<file path="src/mst_pkg.sv">
// Package with constants and types for the move, saturate and test-and-set executor.
// How it works
// - Quick move immediate -1 to 7, long only.
// - Quick field 0 means -1, else itself.
// - Quick immediate written as full 32-bit long.
// - Quick move sets N,Z, clears V,C.
// - Quick destination modes 000-110, 111/000-001.
// - Byte sign extend copies bit 7 up.
// - Word sign extend copies bit 15 up.
// - Size bit 0 byte, 1 word.
// - Extend moves accept all twelve source modes.
// - Byte zero fill clears bits 31-8.
// - Word zero fill clears bits 31-16.
// - Zero fill clears N,V,C, sets Z from the result.
// - Saturate only when V set, by sign.
// - Saturate sets flags from long result.
// - Test-and-set flags from original byte.
// - Test-and-set writes byte with bit 7 set.
// - Test-and-set read and write stay locked.
// - Test-and-set modes 010-110, 111/000-001.
// - Address register move leaves flags alone.
package mst_pkg;
   localparam logic [11:0] MST_CTRL_OFS = 12'h000;
   localparam logic [11:0] MST_STATUS_OFS = 12'h004;
   localparam logic [11:0] MST_RETIRED_OFS = 12'h008;
   localparam logic [11:0] MST_ILLEGAL_OFS = 12'h00C;
   localparam int MST_CTRL_EN_BIT = 0;
   localparam int MST_STAT_BUSY_BIT = 0;
   localparam int MST_STAT_LOCK_BIT = 1;
   localparam int MST_STAT_CCR_LSB = 8;
   localparam logic MST_ENABLE_RST = 1'b1;
   localparam int MST_CCR_X = 4;
   localparam int MST_CCR_N = 3;
   localparam int MST_CCR_Z = 2;
   localparam int MST_CCR_V = 1;
   localparam int MST_CCR_C = 0;
   localparam logic [12:0] MST_SIGNED_SATURATE_OP = 13'h0990;
   localparam logic [9:0] MST_TAS_OP = 10'h12B;
   localparam logic [3:0] MST_QUICK_TOP = 4'hA;
   localparam logic [2:0] MST_QUICK_MID = 3'h5;
   localparam logic [3:0] MST_EXT_TOP = 4'h7;
   localparam logic [1:0] MST_SEXT_SEL = 2'h2;
   localparam logic [1:0] MST_ZFIL_SEL = 2'h3;
   localparam logic [1:0] MST_MOVE_TO_ADDRESS_REG_TOP = 2'h0;
   localparam logic [2:0] MST_MOVE_TO_ADDRESS_REG_MID = 3'h1;
   localparam logic [1:0] MST_MOVE_TO_ADDRESS_REG_LONG = 2'h2;
   localparam logic [1:0] MST_MOVE_TO_ADDRESS_REG_WORD = 2'h3;
   localparam logic [2:0] MST_MODE_DREG = 3'h0;
   localparam logic [2:0] MST_MODE_AREG = 3'h1;
   localparam logic [2:0] MST_MODE_EXT = 3'h7;
   localparam logic [31:0] MST_SAT_NEG = 32'h80000000;
   localparam logic [31:0] MST_SAT_POS = 32'h7FFFFFFF;
   localparam logic [31:0] MST_QUICK_M1 = 32'hFFFFFFFF;
   localparam logic [7:0] MST_TAS_SET = 8'h80;
   localparam logic [1:0] MST_RESP_OKAY = 2'h0;
   localparam logic [1:0] MST_RESP_SLVERR = 2'h2;

   typedef enum logic [1:0] {
      MST_IDLE = 2'b00,
      MST_MEMWR = 2'b01,
      MST_TAS_RD = 2'b10,
      MST_TAS_WR = 2'b11
   } mst_state_type;

   typedef struct packed {
      logic we;
      logic [3:0] idx;
      logic [31:0] data;
   } mst_rf_wr_type;

   typedef struct packed {
      logic req;
      logic we;
      logic lock;
      logic byte_sz;
      logic [31:0] addr;
      logic [31:0] wdata;
   } mst_mem_req_type;
endpackage : mst_pkg
</file>
<file path="src/mst_ea_check.sv">
// Effective address mode legality checks for the executor.
`timescale 1ns/10ps
module mst_ea_check (
   // Effective address field.
   input wire logic [2:0] ea_mode,
   input wire logic [2:0] ea_reg,
   // Legality results.
   output logic data_alt,
   output logic mem_alt,
   output logic any_src
);
   import mst_pkg::*;
   logic abs_ok;

   assign abs_ok = (ea_mode == MST_MODE_EXT) && (ea_reg[2:1] == 2'b00);
   assign data_alt = (ea_mode != MST_MODE_EXT) || abs_ok;
   assign mem_alt = ((ea_mode != MST_MODE_EXT) && (ea_mode[2:1] != 2'b00)) || abs_ok;
   assign any_src = (ea_mode != MST_MODE_EXT) || (ea_reg <= 3'h4);
endmodule : mst_ea_check

</file>
<file path="src/mst_exec.sv">
// Executor for quick move, extend moves, saturate, test-and-set and address moves.
//
// Local design decisions: the register offsets and the AXI4-Lite register port.
`timescale 1ns/10ps
module mst_exec #(
   parameter int ADDR_W = 12,
   parameter int CNT_W = 16
) (
   // Clock and reset.
   input wire logic clock,
   input wire logic sys_rst,
   // Instruction stream with resolved source operand and effective address.
   input wire logic instr_valid,
   output logic instr_ready,
   input wire logic [15:0] instr_word,
   input wire logic [31:0] src_value,
   input wire logic [31:0] ea_addr,
   output logic illegal_exc,
   // Register file.
   output logic [3:0] rf_rd_idx,
   input wire logic [31:0] rf_rd_data,
   output mst_pkg::mst_rf_wr_type rf_wr,
   // Condition code register.
   input wire logic [4:0] ccr_in,
   output logic ccr_we,
   output logic [4:0] ccr_out,
   // Data memory.
   output mst_pkg::mst_mem_req_type mem_req,
   input wire logic mem_ack,
   input wire logic [31:0] mem_rdata,
   // AXI4-Lite slave.
   input wire logic [ADDR_W-1:0] s_axi_awaddr,
   input wire logic s_axi_awvalid,
   output logic s_axi_awready,
   input wire logic [31:0] s_axi_wdata,
   input wire logic [3:0] s_axi_wstrb,
   input wire logic s_axi_wvalid,
   output logic s_axi_wready,
   output logic [1:0] s_axi_bresp,
   output logic s_axi_bvalid,
   input wire logic s_axi_bready,
   input wire logic [ADDR_W-1:0] s_axi_araddr,
   input wire logic s_axi_arvalid,
   output logic s_axi_arready,
   output logic [31:0] s_axi_rdata,
   output logic [1:0] s_axi_rresp,
   output logic s_axi_rvalid,
   input wire logic s_axi_rready
);
   import mst_pkg::*;

   typedef struct packed {
      mst_state_type st;
      logic enable;
      logic illegal;
      logic ccr_we;
      logic [4:0] condition_code_reg;
      mst_rf_wr_type rf;
      mst_mem_req_type mem;
      logic [CNT_W-1:0] ret_cnt;
      logic [CNT_W-1:0] ill_cnt;
      logic aw_hold;
      logic [ADDR_W-1:0] aw_addr;
      logic w_hold;
      logic [31:0] wdata;
      logic [3:0] wstrb;
      logic bvalid;
      logic [1:0] bresp;
      logic rvalid;
      logic [1:0] rresp;
      logic [31:0] rdata;
   } mst_core_type;

   mst_core_type q;
   mst_core_type d;
   logic take;
   logic is_quick;
   logic is_sext;
   logic is_zfil;
   logic is_signed_saturate;
   logic is_tas;
   logic is_move_to_address_reg;
   logic data_alt;
   logic mem_alt;
   logic any_src;
   logic [2:0] ea_mode;
   logic [31:0] quick_imm;
   logic [31:0] ext_res;
   logic [31:0] sat_res;
   logic [31:0] move_to_address_reg_res;
   logic [7:0] tas_byte;

   // Register select: 0 control, 1 status, 2 retired, 3 illegal, 4 unmapped.
   function automatic logic [2:0] mst_reg_sel(input logic [ADDR_W-1:0] a);
      logic [2:0] s;
      s = 3'h4;
      if (a == ADDR_W'(MST_CTRL_OFS)) s = 3'h0;
      if (a == ADDR_W'(MST_STATUS_OFS)) s = 3'h1;
      if (a == ADDR_W'(MST_RETIRED_OFS)) s = 3'h2;
      if (a == ADDR_W'(MST_ILLEGAL_OFS)) s = 3'h3;
      return s;
   endfunction : mst_reg_sel

   // Flags from a long result: N and Z from value, V and C cleared, X kept.
   function automatic logic [4:0] mst_flags(input logic [4:0] old, input logic [31:0] res);
      logic [4:0] f;
      f = '0;
      f[MST_CCR_X] = old[MST_CCR_X];
      f[MST_CCR_N] = res[31];
      f[MST_CCR_Z] = (res == 32'h00000000);
      return f;
   endfunction : mst_flags

   ////////////////////////////////////////////////////////////////////////////
   // Decode.
   assign ea_mode = instr_word[5:3];
   assign take = instr_valid && instr_ready;
   assign is_quick = (instr_word[15:12] == MST_QUICK_TOP) && (instr_word[8:6] == MST_QUICK_MID);
   assign is_sext = (instr_word[15:12] == MST_EXT_TOP) && (instr_word[8:7] == MST_SEXT_SEL);
   assign is_zfil = (instr_word[15:12] == MST_EXT_TOP) && (instr_word[8:7] == MST_ZFIL_SEL);
   assign is_signed_saturate = (instr_word[15:3] == MST_SIGNED_SATURATE_OP);
   assign is_tas = (instr_word[15:6] == MST_TAS_OP);
   assign is_move_to_address_reg = (instr_word[15:14] == MST_MOVE_TO_ADDRESS_REG_TOP) && (instr_word[13:13] == 1'b1)
      && (instr_word[8:6] == MST_MOVE_TO_ADDRESS_REG_MID);

   mst_ea_check u_ea (
      .ea_mode(ea_mode),
      .ea_reg(instr_word[2:0]),
      .data_alt(data_alt),
      .mem_alt(mem_alt),
      .any_src(any_src)
   );

   // Field zero stands for minus one.
   assign quick_imm = (instr_word[11:9] == 3'h0) ? MST_QUICK_M1 : {29'h0, instr_word[11:9]};
   // Size bit picks byte or word.
   always_comb begin
      if (instr_word[6] == 1'b0) begin
         ext_res = {{24{is_sext & src_value[7]}}, src_value[7:0]};
      end else begin
         ext_res = {{16{is_sext & src_value[15]}}, src_value[15:0]};
      end
   end
   // Saturate by the sign only when overflow is set.
   assign sat_res = !ccr_in[MST_CCR_V] ? rf_rd_data : (rf_rd_data[31] ? MST_SAT_POS : MST_SAT_NEG);
   assign move_to_address_reg_res = (instr_word[13:12] == MST_MOVE_TO_ADDRESS_REG_WORD) ? {{16{src_value[15]}}, src_value[15:0]}
      : src_value;
   assign tas_byte = mem_rdata[7:0];

   ////////////////////////////////////////////////////////////////////////////
   // Execution and register bus.
   always_comb begin
      d = q;
      d.illegal = 1'b0;
      d.ccr_we = 1'b0;
      d.rf.we = 1'b0;
      unique case (q.st)
         MST_IDLE: begin
            if (take) begin
               d.ret_cnt = q.ret_cnt + 1'b1;
               if (is_quick && data_alt) begin
                  d.condition_code_reg = mst_flags(ccr_in, quick_imm);
                  d.ccr_we = 1'b1;
                  if (ea_mode == MST_MODE_DREG || ea_mode == MST_MODE_AREG) begin
                     d.rf = '{we: 1'b1, idx: {ea_mode[0], instr_word[2:0]}, data: quick_imm};
                  end else begin
                     d.mem = '{req: 1'b1, we: 1'b1, lock: 1'b0, byte_sz: 1'b0, addr: ea_addr, wdata: quick_imm};
                     d.ret_cnt = q.ret_cnt;
                     d.st = MST_MEMWR;
                  end
               end else if ((is_sext || is_zfil) && any_src) begin
                  d.rf = '{we: 1'b1, idx: {1'b0, instr_word[11:9]}, data: ext_res};
                  d.condition_code_reg = mst_flags(ccr_in, ext_res);
                  d.condition_code_reg[MST_CCR_N] = is_sext & ext_res[31];
                  d.ccr_we = 1'b1;
               end else if (is_signed_saturate) begin
                  d.rf = '{we: ccr_in[MST_CCR_V], idx: {1'b0, instr_word[2:0]}, data: sat_res};
                  d.condition_code_reg = mst_flags(ccr_in, sat_res);
                  d.ccr_we = 1'b1;
               end else if (is_tas && mem_alt) begin
                  d.mem = '{req: 1'b1, we: 1'b0, lock: 1'b1, byte_sz: 1'b1, addr: ea_addr, wdata: 32'h00000000};
                  d.ret_cnt = q.ret_cnt;
                  d.st = MST_TAS_RD;
               end else if (is_move_to_address_reg && any_src) begin
                  d.rf = '{we: 1'b1, idx: {1'b1, instr_word[11:9]}, data: move_to_address_reg_res};
               end else begin
                  d.illegal = 1'b1;
                  d.ret_cnt = q.ret_cnt;
                  d.ill_cnt = q.ill_cnt + 1'b1;
               end
            end
         end
         MST_MEMWR: begin
            if (mem_ack) begin
               d.mem.req = 1'b0;
               d.ret_cnt = q.ret_cnt + 1'b1;
               d.st = MST_IDLE;
            end
         end
         MST_TAS_RD: begin
            if (mem_ack) begin
               d.condition_code_reg = mst_flags(ccr_in, {tas_byte, 24'h000000});
               d.ccr_we = 1'b1;
               // Write back with bit 7 set.
               d.mem.we = 1'b1;
               d.mem.wdata = {24'h000000, tas_byte | MST_TAS_SET};
               d.st = MST_TAS_WR;
            end
         end
         MST_TAS_WR: begin
            if (mem_ack) begin
               d.mem.req = 1'b0;
               d.mem.lock = 1'b0;
               d.ret_cnt = q.ret_cnt + 1'b1;
               d.st = MST_IDLE;
            end
         end
      endcase

      if (s_axi_awvalid && !q.aw_hold) begin
         d.aw_hold = 1'b1;
         d.aw_addr = s_axi_awaddr;
      end
      if (s_axi_wvalid && !q.w_hold) begin
         d.w_hold = 1'b1;
         d.wdata = s_axi_wdata;
         d.wstrb = s_axi_wstrb;
      end
      if (q.bvalid && s_axi_bready) begin
         d.bvalid = 1'b0;
      end
      if (q.aw_hold && q.w_hold && !q.bvalid) begin
         d.aw_hold = 1'b0;
         d.w_hold = 1'b0;
         d.bvalid = 1'b1;
         d.bresp = (mst_reg_sel(q.aw_addr) == 3'h4) ? MST_RESP_SLVERR : MST_RESP_OKAY;
         if (mst_reg_sel(q.aw_addr) == 3'h0 && q.wstrb[0]) begin
            d.enable = q.wdata[MST_CTRL_EN_BIT];
         end
      end
      if (q.rvalid && s_axi_rready) begin
         d.rvalid = 1'b0;
      end
      if (s_axi_arvalid && !q.rvalid) begin
         d.rvalid = 1'b1;
         d.rresp = MST_RESP_OKAY;
         d.rdata = 32'h00000000;
         case (mst_reg_sel(s_axi_araddr))
            3'h0: d.rdata[MST_CTRL_EN_BIT] = q.enable;
            3'h1: begin
               d.rdata[MST_STAT_BUSY_BIT] = (q.st != MST_IDLE);
               d.rdata[MST_STAT_LOCK_BIT] = q.mem.lock;
               d.rdata[MST_STAT_CCR_LSB +: 5] = ccr_in;
            end
            3'h2: d.rdata = {{(32-CNT_W){1'b0}}, q.ret_cnt};
            3'h3: d.rdata = {{(32-CNT_W){1'b0}}, q.ill_cnt};
            default: d.rresp = MST_RESP_SLVERR;
         endcase
      end
   end

   always_ff @(posedge clock) begin
      if (sys_rst) begin
         q <= '0;
         q.st <= MST_IDLE;
         q.enable <= MST_ENABLE_RST;
      end else begin
         q <= d;
      end
   end

   ////////////////////////////////////////////////////////////////////////////
   // Outputs.
   assign instr_ready = (q.st == MST_IDLE) && q.enable;
   assign illegal_exc = q.illegal;
   assign rf_rd_idx = {1'b0, instr_word[2:0]};
   assign rf_wr = q.rf;
   assign ccr_we = q.ccr_we;
   assign ccr_out = q.condition_code_reg;
   assign mem_req = q.mem;
   assign s_axi_awready = !q.aw_hold;
   assign s_axi_wready = !q.w_hold;
   assign s_axi_bvalid = q.bvalid;
   assign s_axi_bresp = q.bresp;
   assign s_axi_arready = !q.rvalid;
   assign s_axi_rvalid = q.rvalid;
   assign s_axi_rresp = q.rresp;
   assign s_axi_rdata = q.rdata;
endmodule : mst_exec

</file>
<file path="config.mk">
export PLATFORM = sky130hd
export DESIGN_NAME = mst_exec
export DESIGN_NICKNAME = d
export VERILOG_FILES = /design/src/mst_pkg.sv /design/src/mst_ea_check.sv /design/src/mst_exec.sv
export SDC_FILE = /design/constraint.sdc
export NUM_CORES = 1
export LEC_CHECK = 0
export BUFFER_PORTS_ARGS = -buffer_cell sky130_fd_sc_hd__buf_2
export CAP_MARGIN = 40
export CORE_AREA = 2 2 145 147
export CTS_BUF_LIST = sky130_fd_sc_hd__clkbuf_8
export DETAILED_ROUTE_END_ITERATION = 7
export DIE_AREA = 0 0 147 149
export PLACE_DENSITY = 0.72
export SLEW_MARGIN = 25
export SYNTH_ARGS = -nofsm -noshare
export SYNTH_HDL_FRONTEND = slang
export SYNTH_SLANG_ARGS = --single-unit
</file>
<file path="constraint.sdc">
create_clock -name clock -period 4.6 [get_ports clock]
set_clock_uncertainty 0.1 [all_clocks]
set_input_delay 0.92 -clock clock [delete_from_list [all_inputs] [get_ports clock]]
set_output_delay 0.92 -clock clock [all_outputs]
set_load 0.01 [all_outputs]
</file>
## Yosys cells after proc, flatten, opt, wreduce, memory -nomap -nowiden

Cells that the tools add are included.

| operators by class | value |
|---|---|
| add/sub/neg operators | 2 |
| order comparisons | 1 |
| equality and inequality tests | 42 |
| mux-type cells | 63 |
| bitwise operators | 10 |
| reductions and logical operators | 67 |

Operators with widths:

| kind | count |
|---|---|
| $mux W32 | 7 |
| $mux W100 | 2 |
| $mux W37 | 4 |
| $mux W143 | 1 |
| $mux W127 | 1 |
| $logic_not A32 Y1 | 3 |
| $mux W84 | 1 |
| $mux W68 | 1 |
| $mux W16 | 4 |
| $pmux W32 S2 | 1 |
| $eq A12 B4 Y1 const B | 4 |
| $mux W43 | 1 |
| $mux W35 | 1 |
| $reduce_and A7 Y1 | 5 |
| $mux W3 | 11 |
| $add A16 B1 Y16 const B | 2 |
| $pmux W16 S2 | 1 |
| $eq A12 B3 Y1 const B | 2 |
| $logic_not A12 Y1 | 2 |
| $pmux W6 S2 | 2 |
| $logic_and A1 B1 Y1 | 21 |
| $mux W2 | 10 |
| $ne A3 B3 Y1 const B | 6 |
| $reduce_bool A2 Y1 | 8 |
| other kinds (38) | 84 |

| word-level totals | value |
|---|---|
| flip-flop bits (word level) | 201 |
| input port bits | 218 |
| output and inout bits | 158 |
| word-level logic and storage cells | 211 |

## Depth between registers and ports, before layout

| depth | value |
|---|---|
| depth in word-level cells | 11 |
| mapped depth | 9 |
| gate-level depth less buffers | 6 |

## Cells and area by module

From an unflattened synthesis, not the netlist that was laid out.

| second synthesis, totals | value |
|---|---|
| cell total of the unflattened synthesis | 1099 |
| area total of the unflattened synthesis | 8844.7 µm² |

By module, submodules not included:

| module | instances | cells an instance | area each (µm²) | sequential area each (µm²) |
|---|---|---|---|---|
| mst_exec | 1 | 1095 | 8808.4 | 3163.0 |
| mst_ea_check | 1 | 4 | 36.3 | 0.0 |

## Worst setup path before layout

OpenSTA, ideal clock, no wires.

| timing path | value |
|---|---|
| kind | input to register |
| start | input port instr_word[3] |
| end | register q[109] in the netlist's numbering |
| setup time | 0.123 ns |
| arrival time | 2.964 ns |
| required time | 4.377 ns |
| slack | 1.412 ns |
| cell stages on the path | 8 |
| buffers on the path | 2 |
| cell sequence | or4b_1 or4_1 buf_2 nand2b_2 o311ai_1 buf_2 nor4_1 mux2_1 |

| between the ends | value |
|---|---|
| cells in the longest elaborated chain, start to end | 7 |
| elaborated cells between the ends (all ways) | 24 |
| classes of those cells | eq/ne: 7; mux: 5; reduce/logical: 12 |

RTL lines:

| item | line | source |
|---|---|---|
| start: declaration | mst_exec.sv:15 | `input wire logic [15:0] instr_word,` |
| branches (longest 7 deep; another with $mux W143) | - |  |
| end: declaration | mst_exec.sv:74 | `mst_core_type q;` |

Several ways; the timed one is not identified. The select of a mux whose other input is x is not followed.
A chain may end at the register's enable or synchronous reset.

## Final worst setup path

| timing path | value |
|---|---|
| start | input port instr_word[6] |
| end | register q, in the netlist rf_wr[13] |

| between the ends | value |
|---|---|
| cells in the longest elaborated chain, start to end | 5 |
| elaborated cells between the ends (all ways) | 17 |
| classes of those cells | eq/ne: 6; mux: 4; reduce/logical: 7 |

RTL lines:

| item | line |
|---|---|
| $eq A3 B3 Y1 / $eq A3 B1 Y1 (equally long branches) | mst_exec.sv:118, mst_exec.sv:124 |
| $logic_and A1 B1 Y1 (on tied branches) | mst_exec.sv:118, mst_exec.sv:124 |
| $logic_and A1 B1 Y1 (on tied branches) | mst_exec.sv:161, mst_exec.sv:184 |
| $ne A4 B4 Y1 (no line), or another cell as far along | - |
| $reduce_and A5 Y1 (no line) | - |

Parallel ways exist; a longest one is shown, timed or not.

==> out/summary.md <==
After the last flow step, the layout net total stands at 1364. Most common cell after layout, fill and taps aside: sky130_fd_sc_hd__buf_2. Synthesis produced 1005 cells.

Yosys mapped a number of flops with a built-in enable equal to 0. The pre-antenna-repair detailed-routing pass consisted of 5 iterations. The tools report the antenna violation net count after detailed routing as 0. The signal on the critical path passes through buf_2, or3b_1, nor3_2, nand2b_2, o21a_1, buf_12, nor2_1, a211oi_1. Setup violations remaining at the end of the flow were counted as 0.

The first routing iteration left 562 violations. The fmax was 314.3 MHz; the share of cell area taken by muxes after synthesis was 0.03813. At the worst endpoint, the required time is 4.86 ns. Layout overhead on the synthesized area: 12.54%.

For this run, the leading register cell type out of synthesis is sky130_fd_sc_hd__dfxtp_1. The ratio of cells with drive above 1 in the final layout was 0.3319. Count of unique library cells instantiated by Yosys: 65. The worst-case reg-to-reg path depth was 7; the xor/xnor cell area share of the yosys netlist was 0.01147. The H-tree was split into 4 levels. The critical path launch point type was an input port. Using the TritonRoute via totals, the vias-per-cell ratio works out to 5.363.

Count of port buffers added during placement: 296. The repair_antennas step left the layout with diodes totalling 0. The global route total overflow is 0, and the max-slew headroom at the worst pin is 0.5144.

Summing internal, switching and leakage power gives 2690 uW. The worst register-to-register path begins at q[233]. Along the worst hold path, the cell count comes to 2. The area share of and/or/nand/nor cells after synthesis works out to 0.1746. The tools report the non-filler instance count after layout as 1432. The highest fanout seen on the critical path is 31, and the fraction of the mapped netlist area in compound gates is 0.2256. The worst register-to-register path has a setup slack of 1.69 ns. The overall fraction of global-route tracks in use came out at 0.2084. The initial core utilization was 0.4086. The max capacitance violation total came out at 0. The synthesized design contains 158 register bits. At the end of routability-driven placement, the weighted congestion stood at 0.8895. The clock transition at the register clock pins on the worst setup and hold paths after CTS was 0.09 ns; the hold violation count in the final report was 0. The worst setup path is of the input port to register kind. For the finished layout, the period the worst path requires is 3.181 ns. The number of setup buffers added after CTS is 0. From left edge to right edge, the die measures 147 um. The cell area that synthesis handed to floorplanning was 8401 um^2. The maximum root-to-sink buffer count is 2. For the number of max-slew violations in the final report, the log shows 0. Share of the yosys chip area belonging to registers: 0.3765.

In this run the worst hold path is classified as register to register. The floorplan has 53 rows. The run finished with clean final reports.

The die extent in y is 149 um. The share of synthesized flip-flops with an asynchronous set or reset is 0, and the total clock buffers created by CTS is 17. The power per cell area was 284.5 nW/um^2; the average wire length per cell after detail routing was 16.78 um.

The arrival time reported for the critical path endpoint is 3.44 ns. The cell chosen for the clock root is sky130_fd_sc_hd__clkbuf_8. The largest single stage delay on the critical path is 0.60 ns. The worst-case IR drop observed on VDD is 0.1602 mV. TritonCTS built the clock tree.

The total of hold buffers inserted after clock tree synthesis is 0, and the arithmetic-cell share of the synthesized area counting full adders, half adders and majority gates is 0.002979. For this design the top-level I/O count stands at 376. Number of antenna violations at the first check in global routing: 0. The run gives 0 ns as the post-route setup TNS.

The first global-routing pass estimated 36380 um of wire. Number of buffers and inverters on the critical path: 2. STA classifies the critical path endpoint as a register. Clock tree synthesis found a total of 158 sinks. For hold timing, the worst endpoint is q[85]. Number of global-route vias before repair: 6763.

During synthesis, Yosys emitted a total of 0 warnings. Once detailed placement completed, the half-perimeter wirelength came to 17880 um. The worst hold margin is 0.3597 ns, and the total of cells resized after clock tree synthesis is 0. For the pin with the worst max-slew slack, the measured transition is 0.7283 ns. At the later pin of the worst-skew pair, clock insertion delay measures 0.45 ns. The remaining routing DRC violations was 0.

Setup repair after global routing left no endpoint under its margin. The highest-delay cell along the critical path was sky130_fd_sc_hd__o21a_1. The worst hold path begins at q[85]. The run gives 24020 um as the final wirelength.

Floorplan die area: 21900 um^2. Summing over every cut layer, the via total after detailed routing is 7680. In this design, the largest share of critical-path delay is due to simple AND/OR/NAND/NOR gates. For the leakage power, the log shows 0.004089 uW. Area of the core region: 20560 um^2.

The mean instance size in the synthesized netlist came out at 8.359 um^2. Leaving out fill and tap cells, the most frequent cells in the layout are sky130_fd_sc_hd__buf_2 (295), sky130_fd_sc_hd__dfxtp_1 (158), sky130_fd_sc_hd__a21oi_1 (105). The post-route clock period utilization was 0.6916.

The placed cell count was 1400. By area, the combinational part of the netlist is dominated by compound AO/OA/AOI/OAI gates. The pin count of the biggest net entering global routing is 59. The worst register-to-register path ends at q[97].
==> worst max-delay path by stage <==
stage                        startpoint   endpoint  slack [ns]  cells past startpoint
after floorplan           instr_word[3]     q[109]        1.41                      8
after global placement    instr_word[6]  rf_wr[18]        1.02                      7
after detailed placement  instr_word[6]  rf_wr[11]        1.02                      8
after CTS                 instr_word[6]  rf_wr[11]        1.50                      8
after global routing      instr_word[6]  rf_wr[11]        1.26                      8
final                     instr_word[6]  rf_wr[13]        1.42                      8
==> metrics by stage <==
step / cell area [um^2] / utilization / setup slack (ns)
2_1_floorplan: 8476 / - / 1.412
3_3_place_gp: 9051 / 0.4403 / 1.023
3_5_place_dp: 9081 / 0.4418 / 1.016
4_1_cts: 9454 / 0.4599 / 1.498
5_1_grt: 9454 / 0.4599 / 1.256
6_report: 9454 / 0.4599 / 1.419
==> kinds of logic (layout without fill, tap and decap cells) <==
family / after synthesis / in the layout
XOR/XNOR: 11 / 11
buffers and inverters: 226 / 358
other: 1 / 21
multiplexers: 29 / 29
adder cells (fa/ha/maj): 2 / 2
flip-flops: 158 / 158
AO/OA/AOI/OAI: 279 / 279
AND/OR/NAND/NOR: 299 / 299
==> per-layer routing <==
layer,GRT usage,vias to the layer above,share of wire
met5,0,-,0
met4,0.06250,0,0.019
met3,0.04128,24,0.070
met2,0.3500,306,0.49
met1,0.2726,3624,0.43
li1,-,3726,-
==> worst register-to-register path: cells and delay by family, from the launching register on <==
family | cells | cell delay (ns)
flops | 1 | 0.46
buf+inv | 1 | 0.26
compound gates | 2 | 0.60
simple gates | 4 | 1.42
==> cell usage after synthesis, drive strengths merged (6+ instances only) <==
cell	number	area, um^2
nor4	23	150.1
clkbuf	44	165.2
xor2	11	96.34
nand2	66	247.7
dfxtp	158	3163
nand4	12	75.07
o31ai	12	90.09
and2	13	81.33
mux2i	14	140.1
inv	14	52.55
or3	12	75.07
or2	6	37.54
o21ai	24	120.1
a211oi	31	237.7
buf	168	1212
nor3	13	70.07
or4	13	97.59
a21oi	106	541.8
a22oi	22	165.2
nand2b	6	40.04
o221a	15	168.9
o22ai	15	93.84
nor2	100	375.4
mux2	14	157.6
nand3	14	70.07
a22o	24	210.2
and3	10	62.56
==> layout make-up <==
class	instances	area, um^2
repair buffers	312	1632
flip-flops and latches	158	3163
fillers	2029	11100
well taps	275	344.1
clock buffers	17	234.0
multi-input cells	641	3890
clock inverters	15	138.9
inverters	14	52.55
==> flip-flops by register name, summed over array words and instances, names as in the netlist <==
register,cells
mem_req,45
s_axi_rdata,16
ccr_we,1
s_axi_bvalid,1
s_axi_rvalid,1
illegal_exc,1
s_axi_bresp,1
s_axi_rresp,1
ccr_out,3
rf_wr,37
q,51
==> power by group <==
part / switching, uW / internal [uW] / total, uW / leakage, uW
Combinational: 174 / 117 / 290 / 0.00262
Sequential: 14.0 / 1390 / 1400 / 0.00128
Clock: 560 / 436 / 996 / 0.000192
No activity file was read; power rests on OpenSTA's default activity.
